<file path="src/rtl/rst_comb_consts.svh">
/*
 * Offsets, field positions, reset values and timing counts of the reset
 * source combiner. Assumes inclusion by bare name from rtl/.
 */
`ifndef RST_COMB_CONSTS_SVH
`define RST_COMB_CONSTS_SVH

// ************************************************************
// Register map (byte addresses)
// ************************************************************
`define ADDR_W              8
`define OFF_CAUSE           8'h00
`define OFF_SWTRIG          8'h10
`define ALIAS_CLR           2'h1
`define ALIAS_SET           2'h2
`define ALIAS_INV           2'h3

// ************************************************************
// Cause status fields
// ************************************************************
`define CAUSE_W             10
`define BIT_POR             0
`define BIT_BOR             1
`define BIT_IDLE            2
`define BIT_SLEEP           3
`define BIT_WDT             4
`define BIT_SOFT            6
`define BIT_PIN             7
`define BIT_VREG            8
`define BIT_MISMATCH        9
`define CAUSE_IMPL_MASK     10'h3df
`define CAUSE_POR_VALUE     10'h003
`define BIT_TRIG            0

// ************************************************************
// Timing
// ************************************************************
`define CLK_PERIOD_NS       5
`define FETCH_DELAY_CYC     8
`define FETCH_CNT_W         4

`endif

</file>
<file path="src/rtl/rst_comb_pkg.sv">
/*
 * Types shared by the reset source combiner.
 * Assumes the constants header is compiled alongside.
 */
package rst_comb_pkg;
  typedef enum logic [1:0] {
    TRIG_IDLE  = 2'b00,
    TRIG_ARMED = 2'b01,
    TRIG_FIRE  = 2'b11
  } trig_state_e;

  typedef enum logic [1:0] {
    ALIAS_NONE_OP = 2'h0,
    ALIAS_CLR_OP  = 2'h1,
    ALIAS_SET_OP  = 2'h2,
    ALIAS_INV_OP  = 2'h3
  } alias_op_e;
endpackage

</file>
<file path="src/rtl/sync_2ff.sv">
/*
 * Two flip-flop level synchroniser, one per bit.
 * Assumes inputs are asynchronous levels held for at least two clocks.
 */
`timescale 1ns/100ps
`default_nettype none
module sync_2ff #(
  parameter int WIDTH = 3
) (
  // Clock and reset
  input  wire logic             core_clk,
  input  wire logic             rst_n,
  // Data
  input  wire logic [WIDTH-1:0] async_in,
  output logic      [WIDTH-1:0] sync_out
);
  logic [WIDTH-1:0] meta_q;

  always_ff @(posedge core_clk) begin
    if (!rst_n) begin
      meta_q   <= '0;
      sync_out <= '0;
    end else begin
      meta_q   <= async_in;
      sync_out <= meta_q;
    end
  end
endmodule
`default_nettype wire

</file>
<file path="src/rtl/fetch_delay.sv">
/*
 * Holds the fetch enable low for a fixed count after system reset falls.
 * Assumes sys_rst is synchronous to core_clk.
 */
`timescale 1ns/100ps
`default_nettype none
`include "rst_comb_consts.svh"
module fetch_delay (
  // Clock and reset
  input  wire logic core_clk,
  input  wire logic rst_n,
  // Reset in, fetch permission out
  input  wire logic sys_rst,
  output logic      fetch_en
);
  logic [`FETCH_CNT_W-1:0] cnt_q;

  always_ff @(posedge core_clk) begin
    if (!rst_n || sys_rst) begin
      cnt_q    <= '0;
      fetch_en <= 1'b0;
    end else if (cnt_q != `FETCH_CNT_W'(`FETCH_DELAY_CYC)) begin
      cnt_q    <= cnt_q + `FETCH_CNT_W'(1);
      fetch_en <= 1'b0;
    end else begin
      fetch_en <= 1'b1;
    end
  end
endmodule
`default_nettype wire

</file>
<file path="src/rtl/reset_source_combiner.sv">
/*
 * Reset source combiner: merges reset requests into one system reset,
 * records the cause, and offers a software reset trigger.
 * Assumes detectors hold their requests as levels, that power-on reset
 * arrives as a synchronous pulse, and that the bus master follows the
 * one-cycle strobe protocol.
 */
`timescale 1ns/100ps
`default_nettype none
`include "rst_comb_consts.svh"

// Operation
// [RULE1] Any active source asserts system reset
// [RULE2] Each reset sets its cause flag
// [RULE3] Power-on clears status, sets low two bits
// [RULE4] Software may set or clear status bits
// [RULE5] Software-set flags never cause reset
// [RULE6] Trigger register holds one trigger bit
// [RULE7] Clear alias at offset plus four
// [RULE8] Set alias at offset plus eight
// [RULE9] Invert alias at offset plus twelve
// [RULE10] Software ignores alias read data
// [RULE11] Unimplemented bits read zero, ignore writes
// [RULE12] Fixed status bit positions
// [RULE13] Soft reset fires on read after write
// [RULE14] Eight clocks before fetch after release
// [RULE15] Async requests synchronised before use
// [RULE16] Hardware set beats software clear
module reset_source_combiner
  import rst_comb_pkg::*;
(
  // Clock and reset
  input  wire logic                core_clk,
  input  wire logic                rst_n,
  // Reset sources
  input  wire logic                por_pulse,
  input  wire logic                brownout_req,
  input  wire logic                external_pin_reset,
  input  wire logic                watchdog_reset_source,
  input  wire logic                mismatch_req,
  input  wire logic                unlocked,
  // Power state events
  input  wire logic                wake_idle,
  input  wire logic                wake_sleep,
  // Register port
  input  wire logic [`ADDR_W-1:0]  reg_addr,
  input  wire logic [31:0]         reg_wdata,
  input  wire logic                reg_wr,
  input  wire logic                reg_rd,
  output logic      [31:0]         reg_rdata,
  // Outputs
  output logic                     system_reset_out,
  output logic                     fetch_enable,
  output logic                     regulator_standby_enable
);

  // ************************************************************
  // Synchronisers and request combine
  // ************************************************************
  logic [2:0] async_sync;
  logic       brownout_s;
  logic       pin_s;
  logic       wdt_s;
  logic       soft_fire;
  logic       any_src;
  logic       fetch_en_w;

  // [RULE15] Two-flop sync of async requests
  sync_2ff #(.WIDTH(3)) u_sync (
    .core_clk (core_clk),
    .rst_n    (rst_n),
    .async_in ({watchdog_reset_source, external_pin_reset, brownout_req}),
    .sync_out (async_sync)
  );

  assign brownout_s = async_sync[0];
  assign pin_s      = async_sync[1];
  assign wdt_s      = async_sync[2];

  // [RULE1] Any source asserts reset
  assign any_src = por_pulse | brownout_s | pin_s | wdt_s | soft_fire | mismatch_req;

  always_ff @(posedge core_clk) begin
    if (!rst_n) begin
      system_reset_out <= 1'b1;
    end else begin
      system_reset_out <= any_src;
    end
  end

  // [RULE14] Eight-clock fetch hold-off
  fetch_delay u_fetch (
    .core_clk (core_clk),
    .rst_n    (rst_n),
    .sys_rst  (system_reset_out),
    .fetch_en (fetch_en_w)
  );

  always_ff @(posedge core_clk) begin
    if (!rst_n) begin
      fetch_enable <= 1'b0;
    end else begin
      fetch_enable <= fetch_en_w & ~system_reset_out;
    end
  end

  // ************************************************************
  // Address decode
  // ************************************************************
  function automatic logic hits_reg(input logic [`ADDR_W-1:0] addr,
                                    input logic [`ADDR_W-1:0] base);
    hits_reg = (addr[`ADDR_W-1:4] == base[`ADDR_W-1:4]) && (addr[1:0] == 2'h0);
  endfunction

  // [RULE7] [RULE8] [RULE9] Alias selects by offset
  function automatic alias_op_e alias_of(input logic [`ADDR_W-1:0] addr);
    alias_of = alias_op_e'(addr[3:2]);
  endfunction

  // Read-modify function shared by both registers
  function automatic logic [`CAUSE_W-1:0] apply_write(
      input logic [`CAUSE_W-1:0] cur,
      input logic [`CAUSE_W-1:0] wd,
      input alias_op_e           op);
    unique case (op)
      ALIAS_NONE_OP: apply_write = wd;
      ALIAS_CLR_OP:  apply_write = cur & ~wd;
      ALIAS_SET_OP:  apply_write = cur | wd;
      ALIAS_INV_OP:  apply_write = cur ^ wd;
    endcase
  endfunction

  logic wr_cause;
  logic wr_trig;
  logic rd_trig_base;

  assign wr_cause     = reg_wr && hits_reg(reg_addr, `OFF_CAUSE);
  assign wr_trig      = reg_wr && hits_reg(reg_addr, `OFF_SWTRIG) && unlocked;
  assign rd_trig_base = reg_rd && hits_reg(reg_addr, `OFF_SWTRIG)
                        && (alias_of(reg_addr) == ALIAS_NONE_OP);

  // ************************************************************
  // Cause status register
  // ************************************************************
  logic [`CAUSE_W-1:0] cause_q;
  logic [`CAUSE_W-1:0] cause_d;
  logic [`CAUSE_W-1:0] hw_set;
  logic [`CAUSE_W-1:0] sw_val;

  // [RULE2] Cause event per source
  always_comb begin
    hw_set                = '0;
    hw_set[`BIT_BOR]      = brownout_s;
    hw_set[`BIT_IDLE]     = wake_idle;
    hw_set[`BIT_SLEEP]    = wake_sleep;
    hw_set[`BIT_WDT]      = wdt_s;
    hw_set[`BIT_SOFT]     = soft_fire;
    hw_set[`BIT_PIN]      = pin_s;
    hw_set[`BIT_MISMATCH] = mismatch_req;
  end

  always_comb begin
    sw_val  = cause_q;
    if (wr_cause) begin
      // [RULE4] Software set and clear
      sw_val = apply_write(cause_q, reg_wdata[`CAUSE_W-1:0], alias_of(reg_addr));
    end
    // [RULE16] Hardware set wins
    cause_d = (sw_val | hw_set) & `CAUSE_IMPL_MASK;
    // [RULE3] Power-on reload overrides all
    if (por_pulse) begin
      cause_d = `CAUSE_POR_VALUE;
    end
  end

  // [RULE5] Flags stored, VREG bit also drives regulator_standby_enable; never feed any_src
  always_ff @(posedge core_clk) begin
    if (!rst_n) begin
      cause_q <= `CAUSE_POR_VALUE;
    end else if (por_pulse) begin
      // [RULE3] Power-on status value
      cause_q <= `CAUSE_POR_VALUE;
    end else begin
      cause_q <= cause_d;
    end
  end

  always_ff @(posedge core_clk) begin
    if (!rst_n) begin
      regulator_standby_enable <= 1'b0;
    end else begin
      regulator_standby_enable <= cause_d[`BIT_VREG];
    end
  end

  // ************************************************************
  // Software reset trigger
  // ************************************************************
  logic                trig_q;
  trig_state_e         trig_state_q;
  logic [`CAUSE_W-1:0] trig_next;

  // [RULE6] Single trigger bit
  assign trig_next = apply_write({{(`CAUSE_W-1){1'b0}}, trig_q}, reg_wdata[`CAUSE_W-1:0], alias_of(reg_addr));

  always_ff @(posedge core_clk) begin
    if (!rst_n || soft_fire) begin
      trig_q <= 1'b0;
    end else if (wr_trig) begin
      trig_q <= trig_next[`BIT_TRIG];
    end
  end

  // [RULE13] Read after write fires reset
  always_ff @(posedge core_clk) begin
    if (!rst_n) begin
      trig_state_q <= TRIG_IDLE;
    end else begin
      unique case (trig_state_q)
        TRIG_IDLE: begin
          // Read straight after the write must fire too
          if (trig_q && rd_trig_base) begin
            trig_state_q <= TRIG_FIRE;
          end else if (trig_q) begin
            trig_state_q <= TRIG_ARMED;
          end
        end
        TRIG_ARMED: begin
          if (!trig_q) begin
            trig_state_q <= TRIG_IDLE;
          end else if (rd_trig_base) begin
            trig_state_q <= TRIG_FIRE;
          end
        end
        TRIG_FIRE:  trig_state_q <= TRIG_IDLE;
        default:    trig_state_q <= TRIG_IDLE;
      endcase
    end
  end

  assign soft_fire = (trig_state_q == TRIG_FIRE);

  // ************************************************************
  // Read data
  // ************************************************************
  // [RULE10] Alias reads return base value; meaningless to software
  // [RULE11] Unimplemented bits read zero
  // [RULE12] Field layout by bit position
  always_ff @(posedge core_clk) begin
    if (!rst_n) begin
      reg_rdata <= '0;
    end else if (reg_rd && hits_reg(reg_addr, `OFF_CAUSE)) begin
      reg_rdata <= {22'h0, cause_q};
    end else if (reg_rd && hits_reg(reg_addr, `OFF_SWTRIG)) begin
      reg_rdata <= {31'h0, trig_q};
    end else begin
      reg_rdata <= '0;
    end
  end

endmodule
`default_nettype wire

</file>
<file path="config.mk">
export PLATFORM = sky130hd
export DESIGN_NAME = reset_source_combiner
export DESIGN_NICKNAME = d
export VERILOG_FILES = /design/src/rtl/rst_comb_pkg.sv /design/src/rtl/sync_2ff.sv /design/src/rtl/fetch_delay.sv /design/src/rtl/reset_source_combiner.sv
export VERILOG_INCLUDE_DIRS = /design/src /design/src/rtl
export SDC_FILE = /design/constraint.sdc
export NUM_CORES = 1
export LEC_CHECK = 0
export BUFFER_PORTS_ARGS = -buffer_cell sky130_fd_sc_hd__buf_2
export CORE_UTILIZATION = 47
export DETAILED_ROUTE_END_ITERATION = 10
export PLACE_DENSITY_LB_ADDON = 0.15
export SLEW_MARGIN = 40
export SYNTH_ARGS = -nofsm -noshare
export SYNTH_HDL_FRONTEND = slang
export SYNTH_HIERARCHICAL = 1
export SYNTH_SLANG_ARGS = --single-unit
</file>
<file path="constraint.sdc">
create_clock -name core_clk -period 2.05 [get_ports core_clk]
set_input_delay 0.205 -clock core_clk [delete_from_list [all_inputs] [get_ports core_clk]]
set_output_delay 0.205 -clock core_clk [all_outputs]
set_load 0.01 [all_outputs]
</file>
==> load_flow_metrics.sql <==
INSERT INTO impl_metrics (metric_group, metric, value, unit) VALUES
('clock_network', 'clock_latency', '0.28', 'ns'),
('job', 'timing.max_cap.violations', '0', ''),
('clock_network', 'root_buffer', 'clkbuf_8', ''),
('timing', 'worst_hold_slack', '0.125', 'ns'),
('synth', 'post_synth_edffs', '0', ''),
('die', 'design.portCount', '87', ''),
('die', 'core.rowCount', '23', ''),
('placement', 'detailedPlace.worstSlack', '0.0951', 'ns'),
('setup_path', 'end_kind', 'flop', ''),
('die', 'design.core.area', '4030', 'sq um'),
('clock_network', 'tritoncts', 'done', ''),
('setup_path', 'data_arrival_time_at_the_worst_slack_endpoint', '1.82', 'ns'),
('global_routing', 'grt_use_total', '0.178', ''),
('detailed_routing', 'detail_route.vias_per_cell', '4.88', ''),
('placement', 'half_perimeter_wire_length_after_placement', '2610', 'um'),
('setup_path', 'path_max_fanout', '10', ''),
('synth', 'synthesis.yosys.warnings', '6', ''),
('global_routing', 'antenna_found_initial', '0', ''),
('detailed_routing', 'remaining_drcs', '0', ''),
('layout', 'finalNonFillerCells', '303', ''),
('timing', 'timing.final.hold_violations', '0', ''),
('layout', 'fillers', '390', ''),
('clock_network', 'cts.repair_timing.setup_buffer_count', '0', ''),
('clock_network', 'max-clock-path-buffers', '2', ''),
('setup_path', 'timing.critical_path.from_type', 'primary input', ''),
('timing', 'timing.final.ws_setup', '0.408', 'ns'),
('placement', 'gp_congestion', '0.713', ''),
('pwr', 'pwr_density_cell', '602', 'nW/um^2'),
('synth', 'synth.avg_cell_area', '9.37', 'sq um'),
('setup_path', 'worstPathRequired', '2.23', 'ns'),
('synth', 'async_reset_ff_frac', '0', ''),
('hold_path', 'hp-class', 'in -> reg', ''),
('layout', 'total_inserted_antenna_cells', '0', ''),
('layout', 'drive_above_1_share', '0.241', ''),
('global_routing', 'first_global_vias', '1245', ''),
('clock_network', 'cts.clk_slew.worst_paths', '0.07', 'ns'),
('synth', 'seq_area_frac_synth', '0.354', ''),
('placement', 'placed_cells', '295', ''),
('clock_network', 'tritoncts.num_buffers', '5', ''),
('setup_path', 'crit_path_class', 'in -> reg', ''),
('clock_network', 'htree_num_levels', '2', ''),
('synth', 'ys.flop_type', 'dfxtp_1', ''),
('detailed_routing', 'iter_0_drt_violations', '104', ''),
('layout', 'layout-area-overhead-vs-synth', '11.9', '%'),
('detailed_routing', 'antenna_left', '0', ''),
('global_routing', 'grt_pass1_wl', '5660', 'um'),
('global_routing', 'total_overflow_reported_by_the_global_router', '0', ''),
('synth', 'netlist-cell-type-count', '36', ''),
('timing', 'report.final.setup_viol', '0', ''),
('detailed_routing', 'routed_wl', '3590', 'um'),
('timing', 'fmax', '609', 'MHz'),
('detailed_routing', 'via_count', '1480', ''),
('clock_network', 'clock-sinks', '35', ''),
('layout', 'nets', '326', ''),
('timing', 'setup_repair_after_global_routing_missed_its_margin', 'false', ''),
('timing', 'fin_worst_skew', '0.00592', 'ns'),
('die', 'die_h', '66.9', 'um'),
('timing', 'final_min_period_over_clock_period', '0.801', ''),
('synth', 'synth-seq-cells', '35', ''),
('pwr', 'total_power', '0.00133', 'W'),
('clock_network', 'cts-resized-gates', '0', ''),
('clock_network', 'cts_hold_buf', '0', ''),
('timing', 'report.final.slew_viol_count', '0', ''),
('detailed_routing', 'route.detailed.wl_per_inst', '11.9', 'um'),
('pwr', 'ir_drop', '0.265', 'mV'),
('die', 'die_width', '66.9', 'um'),
('synth', 'synthesis.instances', '211', ''),
('layout', 'multi_input_area', '1040', 'sq um'),
('global_routing', 'grt_max_degree', '17', ''),
('pwr', 'power_leakage', '1.05', 'nW'),
('timing', 'timing.final.crit_period', '1.64', 'ns'),
('layout', 'seqCellArea', '701', 'sq um'),
('synth', 'synthesis.area', '1980', 'sq um'),
('detailed_routing', 'dr.pass1.iters', '4', ''),
('die', 'floorplan.initialDensity', '0.491', ''),
('timing', 'sum_of_negative_setup_slack', '0', 'ns'),
('placement', 'io_buffer_count', '40', ''),
('status', 'run_status', 'finished clean', ''),
('die', 'die-area', '4470', 'sq um');
## cell usage in the layout, fill, tap and decap left out
master	instances
buf_2	40
dfxtp_1	35
inv_1	30
conb_1	23
ha_1	22
nand2_1	18
a21oi_1	16
nor2_1	10
nor3_1	8
mux4_2	8
and2_1	6
clkbuf_8	5
mux2i_1	3
nand2b_1	2
a211oi_1	2
nand3b_1	2
clkbuf_1	2
buf_4	2
or4_4	1
or3_2	1
nor4b_2	1
or4b_4	1
o211ai_1	1
a221o_1	1
nor3b_1	1
a31oi_1	1
or4_1	1
or3_1	1
nand4b_1	1
o21ai_0	1
nor4_1	1
clkinv_2	1
nand3b_4	1
xnor2_1	1
or2b_1	1
nand3_1	1
xor2_1	1
## final timing paths
path,end,start,slack [ns],depth (start not counted)
worst min register to register,fetch_enable,u_fetch/fetch_en,0.41,2
worst max register to register,regulator_standby_enable,cause_q[8],0.58,5
worst min-delay path,u_sync/meta_q[0],brownout_req,0.13,2
worst max-delay path,flop,reg_addr[5],0.41,4
## synth_stat cells (2+ instances only)
library cell	count	area, sq um
buf_4	23	173
nor3_1	8	40.0
dfxtp_1	35	701
inv_1	30	113
ha_1	22	275
nand2b_1	2	12.5
a211oi_1	2	15.0
clkbuf_1	4	15.0
mux2i_1	3	30.0
nand2_1	18	67.6
and2_1	6	37.5
nand3b_1	2	15.0
nor2_1	10	37.5
buf_1	2	7.51
mux4_2	8	180
a21oi_1	16	80.1
## metal layers
layer  GRT usage  share of wire
met1       0.219           0.44
met2       0.284           0.48
met3      0.0531          0.066
met4      0.0798          0.020
met5           0              0
## worst max-delay path: stages
cell	delay (ns)
buf_2	0.09
or4_4	0.53
or4b_4	0.62
a221o_1	0.37
## layout make-up
| type | count | area share |
|---|---|---|
| multi-input combinational | 138 | 0.470 |
| sequential | 35 | 0.317 |
| timing repair buffer | 42 | 0.0973 |
| inverter | 30 | 0.0509 |
| clock buffer | 7 | 0.0345 |
| tap | 50 | 0.0283 |
| clock inverter | 1 | 0.00226 |
## state kept, by name, summed over array words and instances, names as in the netlist, named ones only
register / count
cause_q: 8
trig_state_q: 2
u_fetch/cnt_q: 4
u_sync/meta_q: 3
u_fetch/fetch_en: 1
trig_q: 1
reg_rdata: 9
regulator_standby_enable: 1
u_sync/sync_out: 3
system_reset_out: 1
fetch_enable: 1
## report_power, final
part	leakage (nW)	internal (W)	total, W	switching (W)
sequential	0.284	0.000691	0.000697	0.00000594
combinational	0.725	0.0000703	0.000158	0.0000879
clock	0.0422	0.000238	0.000476	0.000238
total	1.05	0.000999	0.00133	0.000332
## metrics by stage
step / instance area (sq um) / utilization
2_1_floorplan: 2060 / -
3_3_place_gp: 2130 / 0.529
3_5_place_dp: 2130 / 0.529
4_1_cts: 2210 / 0.549
5_1_grt: 2210 / 0.549
6_report: 2210 / 0.549
## kinds of logic after synthesis
kind of cell	after synthesis	synth area share
flip-flops	35	0.354
other	1	0.00190
multiplexers	11	0.106
AND/OR/NAND/NOR	58	0.165
XOR/XNOR	2	0.00886
buffers and inverters	60	0.161
adder cells (fa/ha/maj)	22	0.139
AO/OA/AOI/OAI	22	0.0627
No activity file was read; power rests on OpenSTA's default activity.
